File: src/pkg/amb_pkg.sv
// constants and carriers for the add-on mailbox status and interrupt block
package amb_pkg;
    // register byte addresses on the add-on bus
    localparam logic [7:0] MBX_STATUS_OFS = 8'h34;
    localparam logic [7:0] INT_CTRL_OFS   = 8'h38;
    localparam logic [31:0] MBX_STATUS_RST = 32'h0000_0000;
    localparam logic [31:0] INT_CTRL_RST   = 32'h0000_0c0c;
    // status word field positions
    localparam int OUT_FULL_LSB = 28;
    localparam int IN_FULL_LSB  = 12;
    // interrupt register field positions
    localparam int INT_ASSERT_BIT = 23;
    localparam int BIST_BIT       = 20;
    localparam int OUT_INT_BIT    = 17;
    localparam int IN_INT_BIT     = 16;
    localparam int OUT_EN_BIT     = 12;
    localparam int OUT_SEL_LSB    = 8;
    localparam int IN_EN_BIT      = 4;
    localparam int IN_SEL_LSB     = 0;
    localparam logic [31:0] INT_FIXED_ONES = 32'h0000_0c0c;
    // byte lanes that hold writable or clearable fields
    localparam int LANE_FLAGS = 2;
    localparam int LANE_OUT   = 1;
    localparam int LANE_IN    = 0;

    // add-on register access, one cycle per strobe
    typedef struct packed {
        logic        wr;
        logic        rd;
        logic [7:0]  addr;
        logic [3:0]  be;
        logic [31:0] wdata;
    } amb_req_t;

    // per-byte mailbox events from both sides, plus the PCI self-test write
    typedef struct packed {
        logic [3:0] addon_out_wr;
        logic [3:0] addon_in_rd;
        logic [3:0] pci_in_wr;
        logic [3:0] pci_out_rd;
        logic       pci_bist_wr;
    } amb_evt_t;
endpackage

File: src/rtl/amb_status_irq.sv
// add-on mailbox full/empty status and add-on interrupt control
// Notes on behaviour
// - add-on write sets outgoing full bit 31:28; PCI read of byte clears it
// - PCI write sets incoming full bit 15:12; add-on read of byte clears it
// - outgoing bits map bit 31 to byte 3 down to bit 28 byte 0
// - incoming bits map bit 15 to byte 3 down to bit 12 byte 0
// - incoming carries PCI to add-on, outgoing add-on to PCI
// - the same status word is shown to the PCI side
// - add-on interrupt drives whenever enabled conditions are flagged
// - bit 23 reads as OR of flags 20, 17 and 16
// - PCI self-test write sets bit 20 until add-on writes one
// - PCI read of outgoing mailbox sets flag bit 17
// - PCI write of incoming mailbox sets flag bit 16
// - flags 17 and 16 clear on write one, keep on zero
// - bit 12 enables outgoing mailbox read interrupt
// - bits 9:8 pick the outgoing byte, 00 byte 0 to 11 byte 3
// - bit 4 enables incoming mailbox write interrupt
// - bits 1:0 pick the incoming byte, 00 byte 0 to 11 byte 3
`timescale 1ns/1ns
`default_nettype none
module amb_status_irq
    import amb_pkg::*;
#(
    parameter int MBX_BYTES = 4
)
(
    input  wire logic        clk,
    input  wire logic        rst,
    input  wire amb_req_t    req,
    input  wire amb_evt_t    evt,
    output logic [31:0]      rdata,
    output logic [31:0]      host_side_mailbox_status,
    output logic             addon_irq
);
    // ****************************************
    // elaboration check
    // ****************************************
    if (MBX_BYTES != 4)
    begin : g_bad
        $error("mailbox width must be four bytes");
    end

    // ****************************************
    // state
    // ****************************************
    logic [3:0]  out_full_r;
    logic [3:0]  out_full_nxt;
    logic [3:0]  in_full_r;
    logic [3:0]  in_full_nxt;
    logic        bist_r;
    logic        bist_nxt;
    logic        out_int_r;
    logic        out_int_nxt;
    logic        in_int_r;
    logic        in_int_nxt;
    logic        out_en_r;
    logic        out_en_nxt;
    logic [1:0]  out_sel_r;
    logic [1:0]  out_sel_nxt;
    logic        in_en_r;
    logic        in_en_nxt;
    logic [1:0]  in_sel_r;
    logic [1:0]  in_sel_nxt;
    logic [31:0] rdata_r;
    logic [31:0] rdata_nxt;

    logic        int_wr;
    logic        out_set;
    logic        in_set;
    logic        out_clr;
    logic        in_clr;
    logic        bist_clr;
    logic [31:0] status_word;
    logic [31:0] int_word;
    logic [3:0]  out_drain;
    logic [3:0]  in_drain;

    // ****************************************
    // register words
    // ****************************************
    always_comb
    begin
        status_word = MBX_STATUS_RST;
        status_word[OUT_FULL_LSB +: 4] = out_full_r;
        status_word[IN_FULL_LSB +: 4]  = in_full_r;
        int_word = INT_FIXED_ONES;
        int_word[INT_ASSERT_BIT] = bist_r | out_int_r | in_int_r;
        int_word[BIST_BIT]       = bist_r;
        int_word[OUT_INT_BIT]    = out_int_r;
        int_word[IN_INT_BIT]     = in_int_r;
        int_word[OUT_EN_BIT]     = out_en_r;
        int_word[OUT_SEL_LSB +: 2] = out_sel_r;
        int_word[IN_EN_BIT]      = in_en_r;
        int_word[IN_SEL_LSB +: 2]  = in_sel_r;
    end

    // one word seen from both buses, so no skew between them
    assign host_side_mailbox_status = status_word;
    assign addon_irq = int_word[INT_ASSERT_BIT];
    assign rdata = rdata_r;

    // ****************************************
    // next state
    // ****************************************
    always_comb
    begin
        int_wr = req.wr && (req.addr == INT_CTRL_OFS);
        // a write in the same cycle as a drain keeps the byte full
        out_full_nxt = (out_full_r & ~evt.pci_out_rd)
                     | evt.addon_out_wr;
        in_full_nxt  = (in_full_r & ~evt.addon_in_rd)
                     | evt.pci_in_wr;
        out_set = out_en_r && evt.pci_out_rd[out_sel_r];
        in_set  = in_en_r && evt.pci_in_wr[in_sel_r];
        out_clr = int_wr && req.be[LANE_FLAGS]
               && req.wdata[OUT_INT_BIT];
        in_clr  = int_wr && req.be[LANE_FLAGS]
               && req.wdata[IN_INT_BIT];
        bist_clr = int_wr && req.be[LANE_FLAGS]
                && req.wdata[BIST_BIT];
        // set wins over clear so no event is lost
        out_int_nxt = out_set | (out_int_r & ~out_clr);
        in_int_nxt  = in_set | (in_int_r & ~in_clr);
        bist_nxt    = evt.pci_bist_wr | (bist_r & ~bist_clr);
        out_en_nxt  = out_en_r;
        out_sel_nxt = out_sel_r;
        in_en_nxt   = in_en_r;
        in_sel_nxt  = in_sel_r;
        if (int_wr && req.be[LANE_OUT])
        begin
            out_en_nxt  = req.wdata[OUT_EN_BIT];
            out_sel_nxt = req.wdata[OUT_SEL_LSB +: 2];
        end
        if (int_wr && req.be[LANE_IN])
        begin
            in_en_nxt  = req.wdata[IN_EN_BIT];
            in_sel_nxt = req.wdata[IN_SEL_LSB +: 2];
        end
        rdata_nxt = rdata_r;
        if (req.rd)
        begin
            unique case (req.addr)
                MBX_STATUS_OFS: rdata_nxt = status_word;
                INT_CTRL_OFS:   rdata_nxt = int_word;
                default:        rdata_nxt = MBX_STATUS_RST;
            endcase
        end
    end

    always_ff @(posedge clk)
    begin
        if (rst)
        begin
            out_full_r <= MBX_STATUS_RST[OUT_FULL_LSB +: 4];
            in_full_r  <= MBX_STATUS_RST[IN_FULL_LSB +: 4];
            bist_r     <= INT_CTRL_RST[BIST_BIT];
            out_int_r  <= INT_CTRL_RST[OUT_INT_BIT];
            in_int_r   <= INT_CTRL_RST[IN_INT_BIT];
            out_en_r   <= INT_CTRL_RST[OUT_EN_BIT];
            out_sel_r  <= INT_CTRL_RST[OUT_SEL_LSB +: 2];
            in_en_r    <= INT_CTRL_RST[IN_EN_BIT];
            in_sel_r   <= INT_CTRL_RST[IN_SEL_LSB +: 2];
            rdata_r    <= MBX_STATUS_RST;
        end
        else
        begin
            out_full_r <= out_full_nxt;
            in_full_r  <= in_full_nxt;
            bist_r     <= bist_nxt;
            out_int_r  <= out_int_nxt;
            in_int_r   <= in_int_nxt;
            out_en_r   <= out_en_nxt;
            out_sel_r  <= out_sel_nxt;
            in_en_r    <= in_en_nxt;
            in_sel_r   <= in_sel_nxt;
            rdata_r    <= rdata_nxt;
        end
    end

    // self-test completion codes go back through the reset control
    // register, which lives outside this block

    // ****************************************
    // checks
    // ****************************************
    assign out_drain = evt.pci_out_rd & ~evt.addon_out_wr;
    assign in_drain  = evt.addon_in_rd & ~evt.pci_in_wr;
endmodule
`default_nettype wire

File: config.mk
export PLATFORM = sky130hd
export DESIGN_NAME = amb_status_irq
export DESIGN_NICKNAME = d
export VERILOG_FILES = /design/src/pkg/amb_pkg.sv /design/src/rtl/amb_status_irq.sv
export SDC_FILE = /design/constraint.sdc
export NUM_CORES = 1
export LEC_CHECK = 0
export BUFFER_PORTS_ARGS = -buffer_cell sky130_fd_sc_hd__clkbuf_2
export CAP_MARGIN = 15
export CELL_PAD_IN_SITES_DETAIL_PLACEMENT = 0
export CELL_PAD_IN_SITES_GLOBAL_PLACEMENT = 1
export CORE_MARGIN = 2
export CORE_UTILIZATION = 25
export CTS_CLUSTER_DIAMETER = 100
export DETAILED_ROUTE_END_ITERATION = 12
export GPL_TIMING_DRIVEN = 0
export PLACE_DENSITY_LB_ADDON = 0.1
export SETUP_SLACK_MARGIN = 0.1
export SYNTH_ARGS = -nofsm -noshare
export SYNTH_HDL_FRONTEND = slang
export SYNTH_SLANG_ARGS = --single-unit
File: constraint.sdc
create_clock -name clk -period 2.5 [get_ports clk]
set_input_delay 0.25 -clock clk [delete_from_list [all_inputs] [get_ports clk]]
set_output_delay 0.25 -clock clk [all_outputs]
set_load 0.03 [all_outputs]
==> impl_metrics.env, run 1 <==
export IMPL_status="completed"
export IMPL_initial_utilization_pct=25.3
export IMPL_clockBufferDepth=2
export IMPL_die_x_um=91.8
export IMPL_first_pass_iters=4
export IMPL_period_share_pct=58.6
export IMPL_via_per_inst=4.08
export IMPL_io_pins=130
export IMPL_core_area_sq_um=7610
export IMPL_timing_slew_headroom_pct=66.3
export IMPL_n_antenna_cell=0
export IMPL_antenna_found_initial=0
export IMPL_grt_pass1_wl_um=8250
export IMPL_post_place_ws_ps=989
export IMPL_wl_per_cell_um=12.1
export IMPL_hp_class="in2reg"
export IMPL_slew_viol_final=0
export IMPL_maxCapViolations=0
export IMPL_fillers=843
export IMPL_clock_sinks=35
export IMPL_fmax_ghz=0.683
export IMPL_fin_ws_ps=1040
export IMPL_yosys_register_bits=35
export IMPL_cp_required_ps=2250
export IMPL_grt_max_degree=11
export IMPL_clkSlewWorstSetupHoldPaths_ps=70
export IMPL_hpwl_um=4210
export IMPL_finalSetupViolations=0
export IMPL_vias=1758
export IMPL_ir_worst_vdd_uv=192
export IMPL_row_count=32
export IMPL_drive_above_1_share_pct=38.9
export IMPL_rsz0062_at_grt="false"
export IMPL_max_slew_worst_pin_slew_ps=503
export IMPL_ctsHoldBuffers=0
export IMPL_ys_warn_count=0
export IMPL_gp_congestion=0.726
export IMPL_antenna_left=0
export IMPL_grt_total_usage_pct=12.5
export IMPL_cts_setup_buffers=0
export IMPL_path_max_fanout=3
export IMPL_synth_area_sq_um=1930
export IMPL_die_area_sq_um=8420
export IMPL_remaining_drc_errors=0
export IMPL_skew_ps=5.59
export IMPL_yosysSeqAreaShare_pct=36.4
export IMPL_leakagePower_nw=1.24
export IMPL_ys_types=29
export IMPL_startpoint_type="register"
export IMPL_tritoncts="yes"
export IMPL_cts_buffers=5
export IMPL_numPortBuffers=67
export IMPL_worstSetupPathType="reg2out"
export IMPL_cts_repair_resized=0
export IMPL_postSynthAreaPerCell_sq_um=8.75
export IMPL_crit_arrival_ps=1210
export IMPL_drt_iter0_markers=86
export IMPL_powerDensity_nw_per_um2=492
export IMPL_area_growth_pct=35.9
export IMPL_syn_inst=220
export IMPL_cts_root_buf="clkbuf_8"
export IMPL_nets=393
export IMPL_setup_worst_path_end_class="output pin"
export IMPL_gr_total_overflow=0
export IMPL_die_h_um=91.8
export IMPL_wl_um=5240
export IMPL_grt_pass1_vias=1648
export IMPL_finalCriticalPeriod_ps=1460
export IMPL_hold_viol=0
export IMPL_h_tree_depth=2
export IMPL_fin_tns_setup_ps=0
export IMPL_clkLatencyLatePin_ps=290
==> state kept, by name, indices dropped and copies added, names as in the netlist <==
register    cells
bist_r          1
in_en_r         1
in_full_r       4
in_int_r        1
in_sel_r        2
out_en_r        1
out_full_r      4
out_int_r       1
out_sel_r       2
rdata          18
==> critical path: stages, from the launching register on <==
cell and delay, ps:
dfxtp_1 330, or3_1 400, clkbuf_2 200
==> layer usage <==
layer | vias to the layer above | global-route usage, % | wire length, um
li1 | 924 | - | -
met1 | 765 | 16.4 | 2450
met2 | 64 | 20.7 | 2430
met3 | 5 | 2.71 | 288
met4 | 0 | 3.36 | 62
met5 | - | 0 | 0
==> per-stage QoR <==
step / total power [mW] / instance area [sq um] / util, % / hold WS, ps / std cells
after floorplan: 0.782 / 2050 / - / 367 / 254
after global placement: 0.850 / 2520 / 33.1 / 459 / 423
after detailed placement: 0.850 / 2520 / 33.1 / 460 / 423
after CTS: 1.30 / 2620 / 34.4 / 168 / 431
after global routing: 1.35 / 2620 / 34.4 / 169 / 431
final: 1.29 / 2620 / 34.4 / 172 / 431
==> synthesized netlist by cell type <==
cell type / instances / area, sq um
dfxtp_1: 35 / 701
buf_6: 2 / 22.5
and4bb_2: 1 / 12.5
inv_1: 10 / 37.5
mux4_2: 2 / 45.0
buf_2: 4 / 20.0
or2_1: 1 / 6.26
or3_1: 1 / 6.26
dlymetal6s2s_1: 1 / 12.5
nand4_1: 23 / 144
and4b_1: 2 / 20.0
conb_1: 1 / 3.75
a21oi_1: 34 / 170
nand4b_1: 5 / 43.8
nor2b_2: 1 / 8.76
o31ai_1: 6 / 45.0
nand2_1: 2 / 7.51
nand2b_1: 18 / 113
clkbuf_8: 1 / 13.8
buf_4: 41 / 308
nand4bb_1: 1 / 11.3
o41ai_1: 4 / 35.0
or3b_2: 1 / 8.76
nor2_1: 9 / 33.8
nor2b_1: 1 / 6.26
nor4b_4: 1 / 23.8
and2_1: 7 / 43.8
a22oi_1: 1 / 7.51
clkbuf_1: 4 / 15.0
==> cell type report <==
class | instances | area (sq um) | area share, %
flip-flops and latches | 35 | 701 | 26.8
plain buffers | 53 | 392 | 15.0
repair buffers | 67 | 335 | 12.8
clock buffers | 8 | 100 | 3.83
well taps | 102 | 128 | 4.88
inverters | 10 | 37.5 | 1.43
multi-input cells | 156 | 923 | 35.3
==> cell usage in the layout, fill, tap and decap left out <==
| cell type | Yosys | final |
|---|---|---|
| conb_1 | 1 | 35 |
| nand4b_1 | 5 | 5 |
| nor4b_4 | 1 | 1 |
| nand4_1 | 23 | 23 |
| nand2b_1 | 18 | 18 |
| buf_4 | 41 | 41 |
| and4b_1 | 2 | 2 |
| buf_6 | 2 | 2 |
| or3b_2 | 1 | 1 |
| nand4bb_1 | 1 | 1 |
| nor2b_2 | 1 | 1 |
| inv_1 | 10 | 10 |
| buf_2 | 4 | 4 |
| and4bb_2 | 1 | 1 |
| nor2_1 | 9 | 9 |
| o31ai_1 | 6 | 6 |
| or3_1 | 1 | 1 |
| and2_1 | 7 | 7 |
| o41ai_1 | 4 | 4 |
| clkbuf_1 | 4 | 5 |
| mux4_2 | 2 | 2 |
| nand2_1 | 2 | 2 |
| nor2b_1 | 1 | 1 |
| a21oi_1 | 34 | 34 |
| dlymetal6s2s_1 | 1 | 1 |
| a22oi_1 | 1 | 1 |
| clkbuf_8 | 1 | 8 |
| clkbuf_2 | 0 | 67 |
| dfxtp_1 | 35 | 35 |
| or2_1 | 1 | 1 |
==> final timing paths <==
path,startpoint,to,slack (ps),depth (start not counted)
max,in_int_r$_SDFF_PP0_,addon_irq,1040,2
min,evt[14],out_full_r[1]$_SDFF_PP0_,170,3
max reg2reg,out_sel_r[0]$_SDFFE_PP0P_,out_int_r$_SDFF_PP0_,1250,3
min reg2reg,rdata[23]$_SDFFE_PP0P_,rdata[23]$_SDFFE_PP0P_,470,2
==> report_power, final <==
group	internal [mW]	total, mW	switching, mW
Sequential	0.567	0.575	0.00797
Clock	0.252	0.452	0.200
Combinational	0.0986	0.261	0.163
==> cell families after synthesis <==
family	share of synthesized area (%)
compound gates	13.4
buf+inv	22.3
flops	36.4
mux	2.34
other cells	0.195
simple gates	25.4
(Power assumes the default switching activity.)
==> run 2, diff against run 1 <==
- ABC_AREA: unset -> 1
- clock period: 2.5 -> 1.45 ns (I/O delays scaled with it)
==> run 2 against run 1 <==
Area after synthesis shrank 5.4%. Final area is 2.8% lower. Core utilization grew 1.2 points. Global-route usage shrank 0.61 points. Flip-flop and latch count is the same. Critical path depth is the same. Total power increased by 73%. Register-to-register slack worse by 900 ps. Sequential share of layout area up 0.88 points.
==> impl_metrics.env, run 2 <==
export IMPL_timing_slew_headroom_pct=51.9
export IMPL_wl_um=4560
export IMPL_drive_above_1_share_pct=44.8
export IMPL_startpoint_type="register"
export IMPL_remaining_drc_errors=0
export IMPL_finalSetupViolations=0
export IMPL_grt_max_degree=11
export IMPL_leakagePower_nw=1.27
export IMPL_cts_buffers=5
export IMPL_antenna_found_initial=0
export IMPL_rsz0062_at_grt="false"
export IMPL_synth_compound_area_share_pct=15.7
export IMPL_die_h_um=89.4
export IMPL_grt_pass1_vias=1465
export IMPL_yosys_area_share_simple_pct=22.6
export IMPL_ir_worst_vdd_uv=292
export IMPL_fin_ws_ps=148
export IMPL_clkSlewWorstSetupHoldPaths_ps=70
export IMPL_yosys_area_top_type="dfxtp_1"
export IMPL_wl_met2_um=2140
export IMPL_seq_power_share_pct=45.0
export IMPL_synthXorXnorAreaFrac_pct=0
export IMPL_die_x_um=89.4
export IMPL_max_slew_worst_pin_slew_ps=722
export IMPL_antenna_left=0
export IMPL_maxCapViolations=0
export IMPL_hp_class="in2reg"
export IMPL_period_share_pct=89.8
export IMPL_clockBufferDepth=2
export IMPL_p_int_mw=1.58
export IMPL_synth_edf_count=0
export IMPL_synth_mux_area_share_pct=0
export IMPL_clkLatencyLatePin_ps=280
export IMPL_largest_reg_flops=18
export IMPL_synth_most_common_cell="buf_4"
export IMPL_fin_tns_setup_ps=0
export IMPL_hpwl_um=3640
export IMPL_wl_met3_um=322
export IMPL_die_area_sq_um=7990
export IMPL_swShare_pct=29.4
export IMPL_yosys_most_used_dff="dfxtp_1"
export IMPL_yosysSeqAreaShare_pct=38.5
export IMPL_drt_met1_wl_um=2020
export IMPL_fillers=810
export IMPL_crit_arrival_ps=1160
export IMPL_initial_utilization_pct=25.5
export IMPL_status="completed"
export IMPL_switching_power_uw=656
export IMPL_synthAdderAreaFrac_pct=0
export IMPL_grt_pass1_wl_um=7070
export IMPL_grt_total_usage_pct=11.9
export IMPL_post_place_ws_ps=250
export IMPL_nets=401
export IMPL_drt_iter0_markers=36
export IMPL_via_per_inst=3.71
export IMPL_layout_common_cells="clkbuf_2 (68), buf_4 (41), conb_1 (35)"
export IMPL_postSynthAreaPerCell_sq_um=8.10
export IMPL_wl_per_cell_um=10.4
export IMPL_async_flop_share_pct=0
export IMPL_gr_total_overflow=0
export IMPL_first_pass_iters=4
export IMPL_pwr_share_comb_pct=19.9
export IMPL_vias=1616
export IMPL_skew_ps=4.26
export IMPL_ctsHoldBuffers=0
export IMPL_powerDensity_nw_per_um2=879
export IMPL_final_core_util_pct=35.6
export IMPL_hold_viol=0
export IMPL_ys_warn_count=0
export IMPL_synth_area_leaders="dfxtp_1 (38%), buf_4 (16%), nand2_1 (6.2%)"
export IMPL_yosys_register_bits=35
export IMPL_setup_worst_path_end_class="output pin"
export IMPL_cts_root_buf="clkbuf_8"
export IMPL_io_pins=130
export IMPL_topRoutingLayerUsed="met4"
export IMPL_worstSetupPathType="reg2out"
export IMPL_tritoncts="yes"
export IMPL_syn_inst=225
export IMPL_final_common_cell="clkbuf_2"
export IMPL_p_clk_share_pct=35.0
export IMPL_slew_viol_final=0
export IMPL_fmax_ghz=0.768
export IMPL_numPortBuffers=69
export IMPL_h_tree_depth=2
export IMPL_ys_top_cells_by_count="buf_4 (40), dfxtp_1 (35), nand2_1 (30)"
export IMPL_synth_area_sq_um=1820
export IMPL_gp_congestion=0.735
export IMPL_path_max_fanout=3
export IMPL_finalCriticalPeriod_ps=1300
export IMPL_ys_types=31
export IMPL_n_antenna_cell=0
export IMPL_synth_top_family_by_area="buffers and inverters"
export IMPL_yosysTopAreaCellShare_pct=38.5
export IMPL_row_count=31
export IMPL_area_growth_pct=39.6
export IMPL_clock_sinks=35
export IMPL_core_area_sq_um=7140
export IMPL_cp_required_ps=1310
## run 2: cell types whose count changed after synthesis, sizes merged, moves of 6 or more
cell,change
o31ai,-6
nand2b,-18
nand2,+30
nand3,+12
and2,-6
nand4,-20
nor2,+14
inv,+7
o21ai,+17
## run 2: repair_timing
item | 4_1_cts | 5_1_grt
gates resized for setup | 4 | 2
setup buffers | 0 | 1
pin swaps | 0 | 1
endpoints found under the setup margin | 1 | 1
## run 2: worst max-delay path: stages, from the launching register on
cell     delay, ps
dfxtp_2        330
or3_4          400
buf_8          150
## run 2: metrics by stage
step                cell area [sq um]  power (mW)  instances  hold WS [ps]
detailed placement               2420        1.47        427           361
floorplan                        1950        1.35        259           214
global route                     2540        2.35        436          74.4
finish                           2540        2.23        436          65.5
global placement                 2420        1.47        427           353
CTS                              2530        2.26        435          60.0
## run 2: final timing paths
path | endpoint | cells after the start | start | slack, ps
setup / recovery | addon_irq | 2 | bist_r$_SDFF_PP0_ | 150
hold / removal | out_full_r[1]$_SDFF_PP0_ | 3 | evt[14] | 70
setup reg to reg | rdata[23]$_SDFFE_PP0P_ | 4 | bist_r$_SDFF_PP0_ | 350
hold reg to reg | rdata[1]$_SDFFE_PP0P_ | 2 | rdata[1]$_SDFFE_PP0P_ | 470
## run 2: layer usage
| metal | vias up | track usage (%) |
|---|---|---|
| met5 | - | 0 |
| met4 | 0 | 3.66 |
| met3 | 7 | 3.32 |
| met2 | 60 | 20.2 |
| met1 | 678 | 14.5 |
| li1 | 871 | - |
## run 2: cell type report
| class | instances | area [sq um] | share of cell area [%] |
|---|---|---|---|
| Clock buffer | 8 | 100 | 3.94 |
| Sequential cell | 35 | 703 | 27.7 |
| Timing Repair Buffer | 70 | 363 | 14.3 |
| Inverter | 19 | 72.6 | 2.85 |
| Multi-Input combinational cell | 158 | 833 | 32.8 |
| Buffer | 47 | 347 | 13.6 |
| Tap cell | 99 | 124 | 4.87 |
## run 2: cell families after synthesis
group           count (synthesis)
flops                          35
simple gates                   74
buf+inv                        66
other cells                     1
compound gates                 49
## run 2: power groups by stage
stage | clock network, mW | logic (mW) | registers, mW
after global placement | 0 | 0.438 | 1.03
after CTS | 0.807 | 0.444 | 1.01
final | 0.783 | 0.445 | 1.01
after floorplan | 0 | 0.277 | 1.07
after global routing | 0.852 | 0.484 | 1.01
after detailed placement | 0 | 0.439 | 1.03
